## src/hw/can_bit_timing_pkg.sv

```systemverilog
// constants and types shared by the bit timing block
package can_bit_timing_pkg;
   localparam logic [7:0] ADDR_PRESCALE_JUMP = 8'h00;
   localparam logic [7:0] ADDR_SEGMENTS      = 8'h04;
   localparam logic [7:0] ADDR_PHASE_TWO     = 8'h08;
   localparam logic [7:0] ADDR_CONTROL       = 8'h0C;
   localparam logic [7:0] ADDR_STATUS        = 8'h10;

   localparam int BRP_LSB     = 0;
   localparam int BRP_W       = 6;
   localparam int SJW_LSB     = 6;
   localparam int SJW_W       = 2;
   localparam int PRSEG_LSB   = 0;
   localparam int PHSEG1_LSB  = 3;
   localparam int PHSEG2_LSB  = 0;
   localparam int SEG_W       = 3;
   localparam int SAM_BIT     = 6;
   localparam int PHASE_TWO_SOURCE_SELECT_BIT = 7;
   localparam int CFG_BIT     = 0;

   localparam logic [7:0] RST_PRESCALE_JUMP = 8'h00;
   localparam logic [7:0] RST_SEGMENTS      = 8'h00;
   localparam logic [7:0] RST_PHASE_TWO     = 8'h00;
   localparam logic [7:0] PHASE_TWO_MASK    = 8'h07;
   localparam logic       RST_CONFIG_MODE   = 1'b1;

   // fixed information processing time, in quanta
   localparam logic [3:0] IPT_TQ = 4'h2;

   localparam logic [1:0] RESP_OKAY   = 2'h0;
   localparam logic [1:0] RESP_SLVERR = 2'h2;

   typedef enum logic [1:0] {
      SEG_SYNC   = 2'b00,
      SEG_PROP   = 2'b01,
      SEG_PHASE1 = 2'b10,
      SEG_PHASE2 = 2'b11
   } seg_e;
endpackage

```

## src/hw/can_bit_timing_dpll.sv

```systemverilog
// bit timing and resynchronisation logic with an AXI4-Lite register slave
// Function
// - propagation segment programmable from one to eight quanta
// - phase one 1..8 quanta, phase two 2..8 quanta
// - each segment length is field value plus one quanta
// - sync segment is one quantum, starts every bit, edges expected there
// - single sample at end of phase one when triple sampling off
// - triple sampling adds two earlier samples, majority decides
// - processing time two quanta; nominal phase two never shorter
// - jump width is field value plus one quanta
// - quantum is two oscillator periods times prescale value plus one
// - mode bit picks phase two field, else max of phase one and two quanta
// - hard sync on falling edge while bus idle restarts bit counters
// - no resync in a bit that already had a hard sync
// - phase error zero in sync, positive before sample, negative after
// - error within jump width restarts bit like a hard sync
// - large positive error lengthens phase one by jump width
// - large negative error shortens phase two by jump width
// - only recessive to dominant edges are used
// - at most one synchronisation per bit time
// - edge used only if previous sampled bit was recessive
// - no resync on positive error while transmitting
// - timing registers writable only in configuration mode
//
// The register addresses and the AXI4-Lite register port were left to the implementer.
`timescale 1ns/100ps
module can_bit_timing_dpll (
   input  logic                     aclk,
   input  logic                     aresetn,
   input  logic                     awvalid,
   output logic                     awready,
   input  logic [7:0]               awaddr,
   input  logic                     wvalid,
   output logic                     wready,
   input  logic [31:0]              wdata,
   input  logic [3:0]               wstrb,
   output logic                     bvalid,
   input  logic                     bready,
   output logic [1:0]               bresp,
   input  logic                     arvalid,
   output logic                     arready,
   input  logic [7:0]               araddr,
   output logic                     rvalid,
   input  logic                     rready,
   output logic [31:0]              rdata,
   output logic [1:0]               rresp,
   input  logic                     bus_receive_pin,
   input  logic                     bus_idle,
   input  logic                     tx_active,
   input  logic                     tx_level,
   output logic                     bus_transmit_pin,
   output logic                     rx_bit,
   output logic                     sample_pulse,
   output logic                     bit_start,
   output can_bit_timing_pkg::seg_e bit_segment
);
   import can_bit_timing_pkg::*;

   typedef struct packed {
      logic [7:0]  prescale_jump;
      logic [7:0]  segments;
      logic [7:0]  phase_two;
      logic        config_mode;
      logic        aw_got;
      logic [7:0]  aw_addr;
      logic        w_got;
      logic [7:0]  w_byte;
      logic        w_lane0;
      logic        bvalid;
      logic [1:0]  bresp;
      logic        rvalid;
      logic [31:0] rdata;
      logic [1:0]  rresp;
      logic        rx_meta;
      logic        rx_sync;
      logic        rx_prev;
      logic [6:0]  osc_cnt;
      seg_e        seg;
      logic [3:0]  tq_cnt;
      logic [2:0]  ps1_ext;
      logic [2:0]  ps2_short;
      logic        synced;
      logic        s0;
      logic        s1;
      logic        rx_bit;
      logic        tx_pin;
      logic        bit_start;
      logic        sample_pulse;
   } state_s;

   state_s st_r;
   state_s st_nxt;

   function automatic logic reg_known(input logic [7:0] a);
      reg_known = (a == ADDR_PRESCALE_JUMP) || (a == ADDR_SEGMENTS) ||
                  (a == ADDR_PHASE_TWO) || (a == ADDR_CONTROL) || (a == ADDR_STATUS);
   endfunction

   function automatic logic [3:0] max_ipt(input logic [3:0] x);
      max_ipt = (x < IPT_TQ) ? IPT_TQ : x;
   endfunction

   function automatic logic [3:0] len_of(input logic [2:0] f);
      len_of = {1'b0, f} + 4'h1;
   endfunction

   function automatic logic maj3(input logic a, input logic b, input logic c);
      maj3 = (a & b) | (a & c) | (b & c);
   endfunction

   logic [5:0] brp;
   logic [2:0] sjw;
   logic [3:0] prop_len;
   logic [3:0] ps1_nom;
   logic [3:0] ps2_nom;
   logic [3:0] ps1_len;
   logic [3:0] ps2_len;
   logic [2:0] ext_now;
   logic [2:0] short_now;
   logic       triple_sample_select;
   logic       run;
   logic       tq_tick;
   logic       half_tick;
   logic       edge_fall;
   logic       edge_ok;
   logic       pos_err;
   logic       neg_err;
   logic [4:0] err_mag;
   logic       small_err;
   logic       restart;
   logic       lengthen;
   logic       shorten;
   logic       in_last;
   logic       tx_drive_level;

   assign brp      = st_r.prescale_jump[BRP_LSB +: BRP_W];
   assign sjw      = {1'b0, st_r.prescale_jump[SJW_LSB +: SJW_W]} + 3'h1;
   assign prop_len = len_of(st_r.segments[PRSEG_LSB +: SEG_W]);
   assign ps1_nom  = len_of(st_r.segments[PHSEG1_LSB +: SEG_W]);
   assign triple_sample_select      = st_r.segments[SAM_BIT];
   assign ps2_nom  = st_r.segments[PHASE_TWO_SOURCE_SELECT_BIT] ?
                     max_ipt(len_of(st_r.phase_two[PHSEG2_LSB +: SEG_W])) :
                     max_ipt(ps1_nom);
   assign run      = !st_r.config_mode;
   // quantum is 2*(brp+1) oscillator cycles, so the last count is {brp,1}
   assign tq_tick   = run && (st_r.osc_cnt == {brp, 1'b1});
   assign half_tick = run && (st_r.osc_cnt == {1'b0, brp});
   assign edge_fall = st_r.rx_prev && !st_r.rx_sync;
   assign edge_ok   = run && edge_fall && st_r.rx_bit && !st_r.synced;
   assign pos_err   = (st_r.seg == SEG_PROP) || (st_r.seg == SEG_PHASE1);
   assign neg_err   = (st_r.seg == SEG_PHASE2);

   always_comb begin
      case (st_r.seg)
         SEG_PROP:   err_mag = {1'b0, st_r.tq_cnt} + 5'h01;
         SEG_PHASE1: err_mag = {1'b0, prop_len} + {1'b0, st_r.tq_cnt} + 5'h01;
         SEG_PHASE2: err_mag = {1'b0, ps2_nom} - {1'b0, st_r.tq_cnt};
         default:    err_mag = 5'h00;
      endcase
   end

   assign small_err = (err_mag <= {2'b00, sjw});
   assign restart  = (edge_ok && bus_idle) ||
                     (edge_ok && !bus_idle && ((st_r.seg == SEG_SYNC) ||
                      (pos_err && small_err && !tx_active) || (neg_err && small_err)));
   assign lengthen = edge_ok && !bus_idle && pos_err && !small_err && !tx_active;
   assign shorten  = edge_ok && !bus_idle && neg_err && !small_err;
   assign ext_now   = lengthen ? sjw : st_r.ps1_ext;
   assign short_now = shorten ? sjw : st_r.ps2_short;
   assign ps1_len   = ps1_nom + {1'b0, ext_now};
   assign ps2_len   = ps2_nom - {1'b0, short_now};
   assign in_last   = (st_r.seg == SEG_PHASE1) && (st_r.tq_cnt == ps1_len - 4'h1);
   assign tx_drive_level = tx_active ? tx_level : 1'b1;

   assign awready = !st_r.aw_got && !st_r.bvalid;
   assign wready  = !st_r.w_got && !st_r.bvalid;
   assign arready = !st_r.rvalid;
   assign bvalid  = st_r.bvalid;
   assign bresp   = st_r.bresp;
   assign rvalid  = st_r.rvalid;
   assign rdata   = st_r.rdata;
   assign rresp   = st_r.rresp;
   assign bus_transmit_pin = st_r.tx_pin;
   assign rx_bit       = st_r.rx_bit;
   assign sample_pulse = st_r.sample_pulse;
   assign bit_start    = st_r.bit_start;
   assign bit_segment  = st_r.seg;

   always_comb begin
      st_nxt = st_r;
      st_nxt.bit_start    = 1'b0;
      st_nxt.sample_pulse = 1'b0;
      st_nxt.rx_meta = bus_receive_pin;
      st_nxt.rx_sync = st_r.rx_meta;
      st_nxt.rx_prev = st_r.rx_sync;

      if (awvalid && awready) begin
         st_nxt.aw_got  = 1'b1;
         st_nxt.aw_addr = awaddr;
      end
      if (wvalid && wready) begin
         st_nxt.w_got   = 1'b1;
         st_nxt.w_byte  = wdata[7:0];
         st_nxt.w_lane0 = wstrb[0];
      end
      if (st_r.bvalid && bready) begin
         st_nxt.bvalid = 1'b0;
      end
      if (st_r.aw_got && st_r.w_got && !st_r.bvalid) begin
         st_nxt.aw_got = 1'b0;
         st_nxt.w_got  = 1'b0;
         st_nxt.bvalid = 1'b1;
         st_nxt.bresp  = reg_known(st_r.aw_addr) ? RESP_OKAY : RESP_SLVERR;
         if (st_r.w_lane0) begin
            // timing words are frozen outside configuration mode
            if (st_r.config_mode && st_r.aw_addr == ADDR_PRESCALE_JUMP) begin
               st_nxt.prescale_jump = st_r.w_byte;
            end
            if (st_r.config_mode && st_r.aw_addr == ADDR_SEGMENTS) begin
               st_nxt.segments = st_r.w_byte;
            end
            if (st_r.config_mode && st_r.aw_addr == ADDR_PHASE_TWO) begin
               st_nxt.phase_two = st_r.w_byte & PHASE_TWO_MASK;
            end
            if (st_r.aw_addr == ADDR_CONTROL) begin
               st_nxt.config_mode = st_r.w_byte[CFG_BIT];
            end
         end
      end

      if (st_r.rvalid && rready) begin
         st_nxt.rvalid = 1'b0;
      end
      if (arvalid && arready) begin
         st_nxt.rvalid = 1'b1;
         st_nxt.rresp  = reg_known(araddr) ? RESP_OKAY : RESP_SLVERR;
         case (araddr)
            ADDR_PRESCALE_JUMP: st_nxt.rdata = {24'h00_0000, st_r.prescale_jump};
            ADDR_SEGMENTS:      st_nxt.rdata = {24'h00_0000, st_r.segments};
            ADDR_PHASE_TWO:     st_nxt.rdata = {24'h00_0000, st_r.phase_two};
            ADDR_CONTROL:       st_nxt.rdata = {31'h0000_0000, st_r.config_mode};
            ADDR_STATUS:        st_nxt.rdata = {27'h000_0000, st_r.tx_pin, st_r.seg,
                                                st_r.synced, st_r.rx_bit};
            default:            st_nxt.rdata = 32'h0000_0000;
         endcase
      end

      if (!run) begin
         // held at the start of a bit while configuring
         st_nxt.osc_cnt   = 7'h00;
         st_nxt.seg       = SEG_SYNC;
         st_nxt.tq_cnt    = 4'h0;
         st_nxt.ps1_ext   = 3'h0;
         st_nxt.ps2_short = 3'h0;
         st_nxt.synced    = 1'b0;
         st_nxt.rx_bit    = 1'b1;
         st_nxt.tx_pin    = 1'b1;
      end else if (restart) begin
         // edge becomes the sync quantum of a fresh bit
         st_nxt.osc_cnt   = 7'h00;
         st_nxt.seg       = SEG_SYNC;
         st_nxt.tq_cnt    = 4'h0;
         st_nxt.ps1_ext   = 3'h0;
         st_nxt.ps2_short = 3'h0;
         st_nxt.synced    = 1'b1;
         st_nxt.bit_start = 1'b1;
         st_nxt.tx_pin    = tx_drive_level;
      end else begin
         st_nxt.osc_cnt = tq_tick ? 7'h00 : st_r.osc_cnt + 7'h01;
         if (lengthen) begin
            st_nxt.ps1_ext = sjw;
            st_nxt.synced  = 1'b1;
         end
         if (shorten) begin
            st_nxt.ps2_short = sjw;
            st_nxt.synced    = 1'b1;
         end
         // early samples one quantum and half a quantum before the sample point
         if (in_last && st_r.osc_cnt == 7'h00) begin
            st_nxt.s0 = st_r.rx_prev;
         end
         if (in_last && half_tick) begin
            st_nxt.s1 = st_r.rx_sync;
         end
         if (tq_tick) begin
            case (st_r.seg)
               SEG_SYNC: begin
                  st_nxt.seg    = SEG_PROP;
                  st_nxt.tq_cnt = 4'h0;
               end
               SEG_PROP: begin
                  if (st_r.tq_cnt == prop_len - 4'h1) begin
                     st_nxt.seg    = SEG_PHASE1;
                     st_nxt.tq_cnt = 4'h0;
                  end else begin
                     st_nxt.tq_cnt = st_r.tq_cnt + 4'h1;
                  end
               end
               SEG_PHASE1: begin
                  if (in_last) begin
                     st_nxt.rx_bit = triple_sample_select ? maj3(st_r.s0, st_r.s1, st_r.rx_sync) :
                                           st_r.rx_sync;
                     st_nxt.sample_pulse = 1'b1;
                     st_nxt.seg    = SEG_PHASE2;
                     st_nxt.tq_cnt = 4'h0;
                  end else begin
                     st_nxt.tq_cnt = st_r.tq_cnt + 4'h1;
                  end
               end
               SEG_PHASE2: begin
                  if (st_r.tq_cnt + 4'h1 >= ps2_len) begin
                     st_nxt.seg       = SEG_SYNC;
                     st_nxt.tq_cnt    = 4'h0;
                     st_nxt.ps1_ext   = 3'h0;
                     st_nxt.ps2_short = 3'h0;
                     st_nxt.synced    = 1'b0;
                     st_nxt.bit_start = 1'b1;
                     st_nxt.tx_pin    = tx_drive_level;
                  end else begin
                     st_nxt.tq_cnt = st_r.tq_cnt + 4'h1;
                  end
               end
               default: st_nxt.seg = SEG_SYNC;
            endcase
         end
      end
   end

   always_ff @(posedge aclk) begin
      if (!aresetn) begin
         st_r               <= '0;
         st_r.prescale_jump <= RST_PRESCALE_JUMP;
         st_r.segments      <= RST_SEGMENTS;
         st_r.phase_two     <= RST_PHASE_TWO;
         st_r.config_mode   <= RST_CONFIG_MODE;
         st_r.rx_meta       <= 1'b1;
         st_r.rx_sync       <= 1'b1;
         st_r.rx_prev       <= 1'b1;
         st_r.rx_bit        <= 1'b1;
         st_r.tx_pin        <= 1'b1;
      end else begin
         st_r <= st_nxt;
      end
   end

   property p_cfg_lock;
      @(posedge aclk) disable iff (!aresetn)
      (!st_r.config_mode && st_r.aw_got && st_r.w_got && !st_r.bvalid) |=>
         $stable(st_r.prescale_jump) && $stable(st_r.segments) && $stable(st_r.phase_two);
   endproperty
   a_cfg_lock: assert property (p_cfg_lock) else $error("timing word changed");

   property p_sync_one;
      @(posedge aclk) disable iff (!aresetn)
      (st_r.seg == SEG_SYNC && tq_tick && !restart) |=> st_r.seg == SEG_PROP;
   endproperty
   a_sync_one: assert property (p_sync_one) else $error("sync not one quantum");

   property p_prop_len;
      @(posedge aclk) disable iff (!aresetn)
      (st_r.seg == SEG_PROP && tq_tick && !restart && st_r.tq_cnt == prop_len - 4'h1)
         |=> st_r.seg == SEG_PHASE1 && st_r.tq_cnt == 4'h0;
   endproperty
   a_prop_len: assert property (p_prop_len) else $error("prop length wrong");

   property p_ps1_len;
      @(posedge aclk) disable iff (!aresetn)
      (st_r.seg == SEG_PHASE1 && tq_tick && !restart && !in_last) |=>
         st_r.seg == SEG_PHASE1 && !st_r.sample_pulse;
   endproperty
   a_ps1_len: assert property (p_ps1_len) else $error("phase one ended early");

   property p_ps2_floor;
      @(posedge aclk) disable iff (!aresetn)
      run |-> ps2_nom >= IPT_TQ && ps2_nom <= 4'h8;
   endproperty
   a_ps2_floor: assert property (p_ps2_floor) else $error("phase two out of range");

   property p_ps2_src;
      @(posedge aclk) disable iff (!aresetn)
      !st_r.segments[PHASE_TWO_SOURCE_SELECT_BIT] |-> ps2_nom == max_ipt(ps1_nom);
   endproperty
   a_ps2_src: assert property (p_ps2_src) else $error("phase two source wrong");

   property p_single;
      @(posedge aclk) disable iff (!aresetn)
      (st_r.sample_pulse && !triple_sample_select) |-> st_r.rx_bit == $past(st_r.rx_sync);
   endproperty
   a_single: assert property (p_single) else $error("single sample wrong");

   property p_triple;
      @(posedge aclk) disable iff (!aresetn)
      (st_r.sample_pulse && triple_sample_select) |->
         st_r.rx_bit == maj3($past(st_r.s0), $past(st_r.s1), $past(st_r.rx_sync));
   endproperty
   a_triple: assert property (p_triple) else $error("majority wrong");

   property p_lengthen;
      @(posedge aclk) disable iff (!aresetn)
      lengthen |=> st_r.ps1_ext == $past(sjw) && st_r.synced;
   endproperty
   a_lengthen: assert property (p_lengthen) else $error("phase one not lengthened");

   property p_shorten;
      @(posedge aclk) disable iff (!aresetn)
      // an edge on the closing tick of the last shortened quantum ends the bit at once
      shorten |=> st_r.bit_start || (st_r.ps2_short == $past(sjw) && st_r.synced);
   endproperty
   a_shorten: assert property (p_shorten) else $error("phase two not shortened");

   property p_rise;
      @(posedge aclk) disable iff (!aresetn)
      (!st_r.rx_prev && st_r.rx_sync) |-> !restart && !lengthen && !shorten;
   endproperty
   a_rise: assert property (p_rise) else $error("rising edge used");

   property p_once;
      @(posedge aclk) disable iff (!aresetn)
      st_r.synced |-> !restart && !lengthen && !shorten;
   endproperty
   a_once: assert property (p_once) else $error("second sync in bit");

   property p_prev_rec;
      @(posedge aclk) disable iff (!aresetn)
      (restart || lengthen || shorten) |-> st_r.rx_bit;
   endproperty
   a_prev_rec: assert property (p_prev_rec) else $error("sync after dominant");

   property p_no_pos_tx;
      @(posedge aclk) disable iff (!aresetn)
      (tx_active && pos_err && !bus_idle) |-> !lengthen && !restart;
   endproperty
   a_no_pos_tx: assert property (p_no_pos_tx) else $error("resync while sending");

   property p_hard;
      @(posedge aclk) disable iff (!aresetn)
      (edge_ok && bus_idle) |=> st_r.seg == SEG_SYNC && st_r.osc_cnt == 7'h00 ##1
         st_r.osc_cnt == 7'h01 || st_r.seg != SEG_SYNC || !run;
   endproperty
   a_hard: assert property (p_hard) else $error("hard sync did not restart");

   property p_tx_drive;
      @(posedge aclk) disable iff (!aresetn)
      st_r.bit_start |-> st_r.tx_pin == $past(tx_drive_level);
   endproperty
   a_tx_drive: assert property (p_tx_drive) else $error("tx level wrong");

   property p_tq_min;
      @(posedge aclk) disable iff (!aresetn)
      tq_tick |=> !tq_tick;
   endproperty
   a_tq_min: assert property (p_tq_min) else $error("quantum too short");

   c_hard: cover property (@(posedge aclk) disable iff (!aresetn) edge_ok && bus_idle);
   c_lengthen: cover property (@(posedge aclk) disable iff (!aresetn) lengthen);
   c_shorten: cover property (@(posedge aclk) disable iff (!aresetn) shorten);
   c_triple: cover property (@(posedge aclk) disable iff (!aresetn) st_r.sample_pulse && triple_sample_select);
endmodule

```

## config.mk

```make
export PLATFORM = sky130hd
export DESIGN_NAME = can_bit_timing_dpll
export DESIGN_NICKNAME = d
export VERILOG_FILES = /design/src/hw/can_bit_timing_pkg.sv /design/src/hw/can_bit_timing_dpll.sv
export SDC_FILE = /design/constraint.sdc
export NUM_CORES = 1
export LEC_CHECK = 0
export BUFFER_PORTS_ARGS = -buffer_cell sky130_fd_sc_hd__buf_4
export CAP_MARGIN = 20
export CORE_MARGIN = 1.5
export CORE_UTILIZATION = 25
export DETAILED_ROUTE_END_ITERATION = 7
export GPL_TIMING_DRIVEN = 0
export PLACE_DENSITY = 0.43
export SLEW_MARGIN = 20
export SYNTH_ARGS = -nofsm -noshare
export SYNTH_HDL_FRONTEND = slang
export SYNTH_SLANG_ARGS = --single-unit
```

## constraint.sdc

```tcl
create_clock -name aclk -period 6.7 [get_ports aclk]
set_clock_uncertainty 0.15 [all_clocks]
set_input_delay 1.34 -clock aclk [delete_from_list [all_inputs] [get_ports aclk]]
set_output_delay 1.34 -clock aclk [all_outputs]
set_load 0.1 [all_outputs]
```

==> impl_metrics.yaml, run 1 <==
placed_design:
  numPortBuffers: 55
  place_hpwl_um: 10900
  gp_congestion: 0.844
  dpl.cell_count: 937
  place_area_um2: 5770
grt:
  grt_pass1_vias: 4209
  antenna_found_initial: 0
  grt_util_all_layers: 0.140
  grt_max_degree: 14
  overflow: 0
  grt_pass1_wl_um: 21800
timing:
  layout_min_cycle_time_ns: 6.76
  setup_violations: 1
  setup_ws_ns: -0.0630
  final.period_utilization: 1.01
  hold_viol: 0
  drv_slew: 0
  rsz0062_at_grt: "true"
  fmax_mhz: 148
  relSlewSlack: 0.371
  tightest_slew_ns: 0.934
floorplanning:
  rows: 51
  die_area_um2: 20600
  die_width_um: 143
  fp.coreArea_um2: 19400
  ioPinCount: 110
  initial_utilization: 0.254
  die_height_um: 143
clock_network:
  htree_levels: 3
  cts-buffers-inserted: 9
  cts_root_buf: "clkbuf_16"
  clk_pin_slew_ns: 0.06
  cts.sinks: 80
  cts_tree: "yes"
  clockBufferDepth: 2
  insertion_delay_ns: 0.35
worst_setup_path:
  slowest_delay_ns: 0.53
  slowest_stage: "or4b_4"
  end_kind: "flip-flop"
  rrSetupSlack_ns: -0.06
  cp_max_fo: 4
  rr_endpoint: "st_r[4]"
  reg2reg_from: "st_r[99]"
  r2r_cells: 28
  critPathRequiredTime_ns: 6.83
  startpoint: "st_r[99]"
  cp_data_arrival_time_ns: 6.89
  worstSetupStartpointType: "flip-flop"
  crit_type: "reg -> reg"
synth:
  async_reset_ff_frac: 0
  synthCells: 592
  synth_area_um2: 4930
  avgSynthCellArea_um2: 8.34
  synth_seq_cells: 80
  synth_warnings: 0
  synthDistinctLibCells: 58
  yosysSeqAreaShare: 0.325
  synth-edff-count: 0
  synthFlopType: "dfxtp_1"
final_layout:
  instances_no_fill: 973
  area_growth_syn_to_layout_pct: 30.0
  final_cell_mix: "buf_4 (116), dfxtp_1 (75), nand2_1 (59)"
  diodes: 0
  fin_area_um2: 6420
  layout.nets: 805
  drive_above_1_share: 0.251
  final_common_cell: "buf_4"
min_path:
  hp-class: "reg -> reg"
  hold_path_depth: 1
  hold_end: "st_nxt[26]"
  min_from: "st_nxt[27]"
route:
  drtIter0Drc: 169
  vias: 4359
  via_per_inst: 4.48
  drc: 0
  drtPass1Iterations: 4
  wirelength_um: 14100
  drt-wirelength-per-cell_um: 14.5
  ant_nets: 0
status:
  status: "finished with violations"
  violations: "negative setup slack"
pwr:
  power_density_nw_per_um2: 177
  total_power_w: 0.00114
  ir_drop_mv: 0.134
  p_leak_nw: 2.71
flow_run:
  cap_violations: 0
## worst max-delay path: cells and delay by family, from the launching register on
family	cells	cell delay [ns]
flops	1	0.37
fa+ha+maj	7	1.88
simple gates	5	1.53
mux	1	0.25
xor+xnor	4	0.70
compound gates	8	1.65
buf+inv	3	0.17
## area by class of cell
cell class	instances	area, µm²
Inverter	33	124
Clock buffer	11	253
Sequential cell	80	1610
Timing Repair Buffer	78	586
Clock inverter	4	28.8
Buffer	63	382
Fill cell	2121	13000
Multi-Input combinational cell	439	3100
Tap cell	265	332
## synthesized netlist by cell type, types with 7 or more instances
| cell | number | area share |
|---|---|---|
| clkbuf_1 | 23 | 0.017 |
| nor2_1 | 55 | 0.042 |
| nand2b_1 | 13 | 0.016 |
| dfxtp_1 | 80 | 0.32 |
| and3_1 | 7 | 0.0089 |
| buf_4 | 38 | 0.058 |
| nand2_1 | 59 | 0.045 |
| inv_1 | 33 | 0.025 |
| nand3_1 | 12 | 0.012 |
| o21ai_0 | 23 | 0.023 |
| xor2_1 | 12 | 0.021 |
| ha_1 | 34 | 0.086 |
| nor3_1 | 17 | 0.017 |
| mux2i_1 | 34 | 0.069 |
| xnor2_1 | 20 | 0.035 |
| a21oi_1 | 38 | 0.039 |
## state kept, by name, indices dropped and copies added (netlist names)
signal / flops
st_r: 54
rdata: 8
brp: 6
bit_segment: 2
st_nxt: 2
bit_start: 1
bresp: 1
bus_transmit_pin: 1
bvalid: 1
rresp: 1
rvalid: 1
rx_bit: 1
sample_pulse: 1
## how the worst max path moves through the flow
stage	end	slack (ns)
4_1_cts	st_r[4]	-0.12
5_1_grt	st_r[4]	-0.37
2_1_floorplan	st_r[4]	0.14
3_3_place_gp	st_r[4]	-0.83
6_report	st_r[4]	-0.06
3_5_place_dp	st_r[4]	-1.04
## per-layer routing
layer	global-route usage	routed length, µm	up-vias
met2	0.241	7110	85
met1	0.171	6210	2060
met5	0	0	-
met4	0.0354	193	0
met3	0.0373	576	11
li1	-	-	2203
## logic make-up (layout without fill, tap and decap cells)
logic type	after synthesis	after routing	share of synthesized area
simple gates	203	203	0.200
compound gates	101	101	0.127
buf+inv	98	189	0.104
flops	80	80	0.325
fa+ha+maj	38	38	0.102
mux	38	38	0.0804
xor+xnor	33	33	0.0614
other cells	1	26	0.000760
## report_power, final
part           switching (W)  internal [W]
clock network       0.000203      0.000270
registers         0.00000877      0.000486
logic               0.000127     0.0000430
total               0.000339      0.000799
## through the flow
step / setup TNS (ns) / utilization / setup WS [ns] / hold WS, ns
global route: -1.15 / 0.331 / -0.367 / 0.298
detailed placement: -6.92 / 0.298 / -1.04 / 0.254
finish: -0.0630 / 0.331 / -0.0630 / 0.266
global placement: -3.68 / 0.298 / -0.825 / 0.255
floorplan: 0 / - / 0.144 / 0.236
CTS: -0.123 / 0.318 / -0.123 / 0.271
## what timing repair did
| item | 4_1_cts | 5_1_grt |
|---|---|---|
| setup buffers | 7 | 16 |
| endpoints found under the setup margin | 19 | 18 |
| cloned | 0 | 0 |
| pin swaps | 7 | 24 |
| gates resized for setup | 17 | 30 |
| hold buffers | 0 | 0 |
(Power assumes the default switching activity.)
==> inputs of run 2 (changes only) <==
--- a/config.mk
+++ b/config.mk
@@ -7,12 +7,10 @@
 export LEC_CHECK = 0
 export BUFFER_PORTS_ARGS = -buffer_cell sky130_fd_sc_hd__buf_4
 export CAP_MARGIN = 20
-export CORE_MARGIN = 1.5
 export CORE_UTILIZATION = 25
 export DETAILED_ROUTE_END_ITERATION = 7
 export GPL_TIMING_DRIVEN = 0
 export PLACE_DENSITY = 0.43
-export SLEW_MARGIN = 20
 export SYNTH_ARGS = -nofsm -noshare
 export SYNTH_HDL_FRONTEND = slang
 export SYNTH_SLANG_ARGS = --single-unit
==> run 2 against run 1 <==
The run still ends with negative setup slack left; first-iteration DRC count decreased by 17%; worst hold slack got worse by 0.0023 ns; combinational power about the same; die area decreased by 1.4%; clock power increased by 8.2%; sequential power about the same; non-clock buffer count decreased by 6; count of clock-buffer cells in the layout decreased by 1; via count decreased by 0.14%; largest power group is now the clock network; highest routed layer unchanged.
==> impl_metrics.yaml, run 2 (synthesis gave the netlist of run 1 again) <==
floorplanning:
  ioPinCount: 110
  fp.coreArea_um2: 19400
  die_width_um: 142
  initial_utilization: 0.254
  rows: 51
  die_area_um2: 20300
  die_height_um: 142
clock_network:
  cts-buffers-inserted: 9
  hold_buffers: 0
  clk_pin_slew_ns: 0.06
  cts.sinks: 80
  htree_levels: 3
  insertion_delay_ns: 0.34
  cts_tree: "yes"
  cts_root_buf: "clkbuf_16"
  clockBufferDepth: 2
timing:
  hold_viol: 0
  fin_tns_setup_ns: -0.0699
  relSlewSlack: 0.384
  layout_min_cycle_time_ns: 6.77
  rsz0062_at_grt: "true"
  setup_violations: 1
  fmax_mhz: 148
  final.period_utilization: 1.01
  whs_ns: 0.263
  setup_ws_ns: -0.0699
  drv_slew: 0
  tightest_slew_ns: 0.914
status:
  status: "finished with violations"
  violations: "negative setup slack"
worst_setup_path:
  r2r_cells: 28
  cp_data_arrival_time_ns: 6.90
  crit_top_cell: "inv_2"
  slowest_stage: "or4b_4"
  end_kind: "flip-flop"
  cp_max_fo: 4
  slowest_delay_ns: 0.53
  crit_type: "reg -> reg"
  critPathRequiredTime_ns: 6.83
  worstSetupStartpointType: "flip-flop"
pwr:
  power_density_nw_per_um2: 184
  pwr-share-seq: 0.420
  intPower_w: 0.000829
  power.switching_w: 0.000348
  clkPwrFrac: 0.435
  p_comb_frac: 0.145
  p_leak_nw: 2.69
  ir_drop_mv: 0.132
  switching_share: 0.296
min_path:
  hp-class: "reg -> reg"
  hold_path_depth: 1
route:
  ant_nets: 0
  drt-wirelength-per-cell_um: 14.3
  vias: 4353
  drtPass1Iterations: 4
  drc: 0
  drtIter0Drc: 140
  wirelength_um: 13900
  via_per_inst: 4.50
placed_design:
  pre_cts_ws_ns: -1.05
  numPortBuffers: 55
  place_hpwl_um: 10900
  gp_congestion: 0.841
  dpl.cell_count: 937
final_layout:
  final_common_cell: "buf_4"
  largest_reg_flops: 54
  final_cell_mix: "buf_4 (109), dfxtp_1 (76), nand2_1 (59)"
  drive_above_1_share: 0.245
  fin_util: 0.329
  area_growth_syn_to_layout_pct: 29.5
  diodes: 0
  instances_no_fill: 968
  layout.nets: 799
  regMostFlops: "st_r"
flow_run:
  cap_violations: 0
grt:
  antenna_found_initial: 0
  grt_util_all_layers: 0.141
  overflow: 0
  top_usage_layer: "met2"
  gr-usage-met3: 0.0404
  gr-usage-met2: 0.240
  grt_pass1_vias: 4145
  grt_max_degree: 15
  use_met1: 0.168
  grt_pass1_wl_um: 21600
## run 2: per-stage QoR
step                      total power, W  area [µm²]
final                            0.00118        6390
after detailed placement        0.000676        5770
after floorplan                 0.000640        5030
after global placement          0.000675        5770
after CTS                        0.00119        6230
after global routing             0.00123        6390
## run 2: routing by layer
layer  wire length [µm]  up-vias  share of wire
met5                  0        -              0
met4                289        0          0.021
met3                502       25          0.036
met2               6860       92           0.49
met1               6210     2044           0.45
li1                   -     2192              -
## run 2: worst max-delay path: cells and delay by family (launching register included)
kind,cells,cell delay [ns]
buf+inv,3,0.15
compound gates,8,1.73
fa+ha+maj,7,1.78
flops,1,0.36
mux,1,0.23
xor+xnor,4,0.68
simple gates,5,1.63
## run 2: area by class of cell
cell class,count,area (µm²)
Fill cell,2088,13000
Multi-Input combinational cell,439,3090
Sequential cell,80,1610
Timing Repair Buffer,72,544
Buffer,63,382
Tap cell,265,332
Clock buffer,10,239
Inverter,33,126
Clock inverter,6,65.1
## run 2: power by group through the flow
| stage | sequential, W | clock [W] | combinational (W) |
|---|---|---|---|
| global route | 0.000496 | 0.000551 | 0.000181 |
| floorplan | 0.000508 | 0 | 0.000132 |
| detailed placement | 0.000506 | 0 | 0.000170 |
| global placement | 0.000506 | 0 | 0.000170 |
| finish | 0.000494 | 0.000512 | 0.000170 |
| CTS | 0.000494 | 0.000528 | 0.000171 |
## run 2: what timing repair did
item / in CTS / in global routing
setup buffers: 9 / 8
pin swaps: 15 / 24
resized for setup: 26 / 23
setup endpoints to repair: 19 / 17
hold endpoints to repair: 0 / 0
## run 2: worst paths after layout
path                                  from    endpoint  slack, ns
worst max register to register    st_r[88]     st_r[4]      -0.07
worst max-delay path              st_r[88]     st_r[4]      -0.07
worst min register to register  st_nxt[27]  st_nxt[26]       0.26
worst min-delay path            st_nxt[27]  st_nxt[26]       0.26
==> inputs of run 3 (changes only) <==
==> constraint.sdc (replaced) <==
create_clock -name aclk -period 6.7 [get_ports aclk]
set_clock_uncertainty 0.15 [all_clocks]
set_input_delay 0 -clock aclk [delete_from_list [all_inputs] [get_ports aclk]]
set_output_delay 0 -clock aclk [all_outputs]
set_load 0.1 [all_outputs]
==> run 3 against run 2 <==
The run still ends with negative setup slack left; sequential power about the same; non-clock buffer count up 42; power increased by 1.8%; worst hold slack lost 0.26 ns; wire length increased by 2.6%; global-route usage is 0.35 points higher; count of clock-buffer cells in the layout unchanged; maximum frequency grew 0.15%; clock power about the same; cell count up 4.3%; sequential share of layout area shrank 1.6 points; critical endpoint unchanged; largest power group unchanged.
==> impl_metrics.yaml, run 3 (synthesis gave the netlist of run 1 again) <==
status:
  status: "finished with violations"
  violations: "negative setup slack"
clock_network:
  clockBufferDepth: 2
  cts_tree: "yes"
  cts_root_buf: "clkbuf_16"
  insertion_delay_ns: 0.34
  cts.sinks: 80
  htree_levels: 3
  cts-buffers-inserted: 9
  clk_pin_slew_ns: 0.06
floorplanning:
  initial_utilization: 0.254
  die_height_um: 142
  ioPinCount: 110
  die_width_um: 142
  rows: 51
  fp.coreArea_um2: 19400
  die_area_um2: 20300
min_path:
  hp-class: "in -> reg"
route:
  drtIter0Drc: 132
  drt-wirelength-per-cell_um: 14.1
  drc: 0
  ant_nets: 0
  wirelength_um: 14200
  via_per_inst: 4.46
  vias: 4501
  drtPass1Iterations: 5
worst_setup_path:
  end_kind: "flip-flop"
  cp_data_arrival_time_ns: 6.89
  worstSetupStartpointType: "flip-flop"
  slowest_delay_ns: 0.53
  cp_top_family: "adder cells"
  critPathRequiredTime_ns: 6.83
  rrSetupSlack_ns: -0.06
  crit_top_cell: "inv_2"
  crit_type: "reg -> reg"
  cp_max_fo: 4
  slowest_stage: "or4b_4"
  path_buf_inv: 3
final_layout:
  drive_above_1_share: 0.231
  area_growth_syn_to_layout_pct: 38.0
  layout.nets: 841
  regMostFlops: "st_r"
  instances_no_fill: 1010
  final_common_cell: "buf_4"
  diodes: 0
  final_cell_mix: "buf_4 (109), dfxtp_1 (76), nand2_1 (59)"
  fin_util: 0.351
  largest_reg_flops: 54
timing:
  fmax_mhz: 148
  tightest_slew_ns: 0.903
  drv_slew: 0
  fin_tns_setup_ns: -0.0598
  setup_violations: 1
  final.period_utilization: 1.01
  setup_ws_ns: -0.0598
  rsz0062_at_grt: "true"
  relSlewSlack: 0.392
  hold_viol: 0
  whs_ns: 0.00127
  layout_min_cycle_time_ns: 6.76
placed_design:
  gp_congestion: 0.841
  dpl.cell_count: 937
  numPortBuffers: 55
  place_hpwl_um: 10900
pwr:
  power_density_nw_per_um2: 176
  ir_drop_mv: 0.134
  p_leak_nw: 2.89
  total_power_w: 0.00120
grt:
  grt_util_all_layers: 0.144
  grt_max_degree: 15
  overflow: 0
  grt_pass1_wl_um: 22200
  grt_pass1_vias: 4298
  antenna_found_initial: 0
flow_run:
  cap_violations: 0
run 3: timing repair:
item	CTS	global route
endpoints found under the setup margin	19	17
setup buffers	9	8
gates resized for setup	26	23
hold buffers	42	0
pin swaps	15	24
hold endpoints to repair	32	0
gates cloned	0	0
run 3: path summary, 6_finish.rpt:
kind	start	to	cells after the start
min	wvalid	st_r[74]	4
min reg2reg	st_nxt[27]	st_nxt[26]	1
max reg2reg	st_r[88]	st_r[4]	28
max	st_r[88]	st_r[4]	28
run 3: metrics by stage:
stage | worst slack, ns | cell area, µm²
final | -0.0598 | 6810
after global routing | -0.355 | 6810
after CTS | -0.0346 | 6650
after detailed placement | -1.05 | 5770
after global placement | -0.865 | 5770
after floorplan | 0.144 | 5030
run 3: worst register-to-register path: cells and delay by family, from the launching register on:
family	cells	cell delay [ns]
flops	1	0.36
xor+xnor	4	0.68
compound gates	8	1.72
mux	1	0.23
simple gates	5	1.62
fa+ha+maj	7	1.78
buf+inv	3	0.15
run 3: metal layers:
layer / vias to the layer above / GRT usage / part of all wire
met5: - / 0 / 0
met4: 0 / 0.0481 / 0.023
met3: 27 / 0.0387 / 0.035
met2: 82 / 0.252 / 0.50
met1: 2116 / 0.170 / 0.44
li1: 2276 / - / -
run 3: cell type report:
| type | count | area (µm²) |
|---|---|---|
| buffer | 63 | 382 |
| clock buffer | 10 | 239 |
| clock inverter | 6 | 65.1 |
| fill | 2067 | 12600 |
| inverter | 33 | 126 |
| multi-input combinational | 439 | 3090 |
| sequential | 80 | 1610 |
| tap | 265 | 332 |
| timing repair buffer | 114 | 965 |
run 3: report_power, final:
part	switching, W	internal, W	total [W]
clock network	0.000212	0.000300	0.000513
logic	0.000131	0.0000596	0.000191
registers	0.00000870	0.000486	0.000494
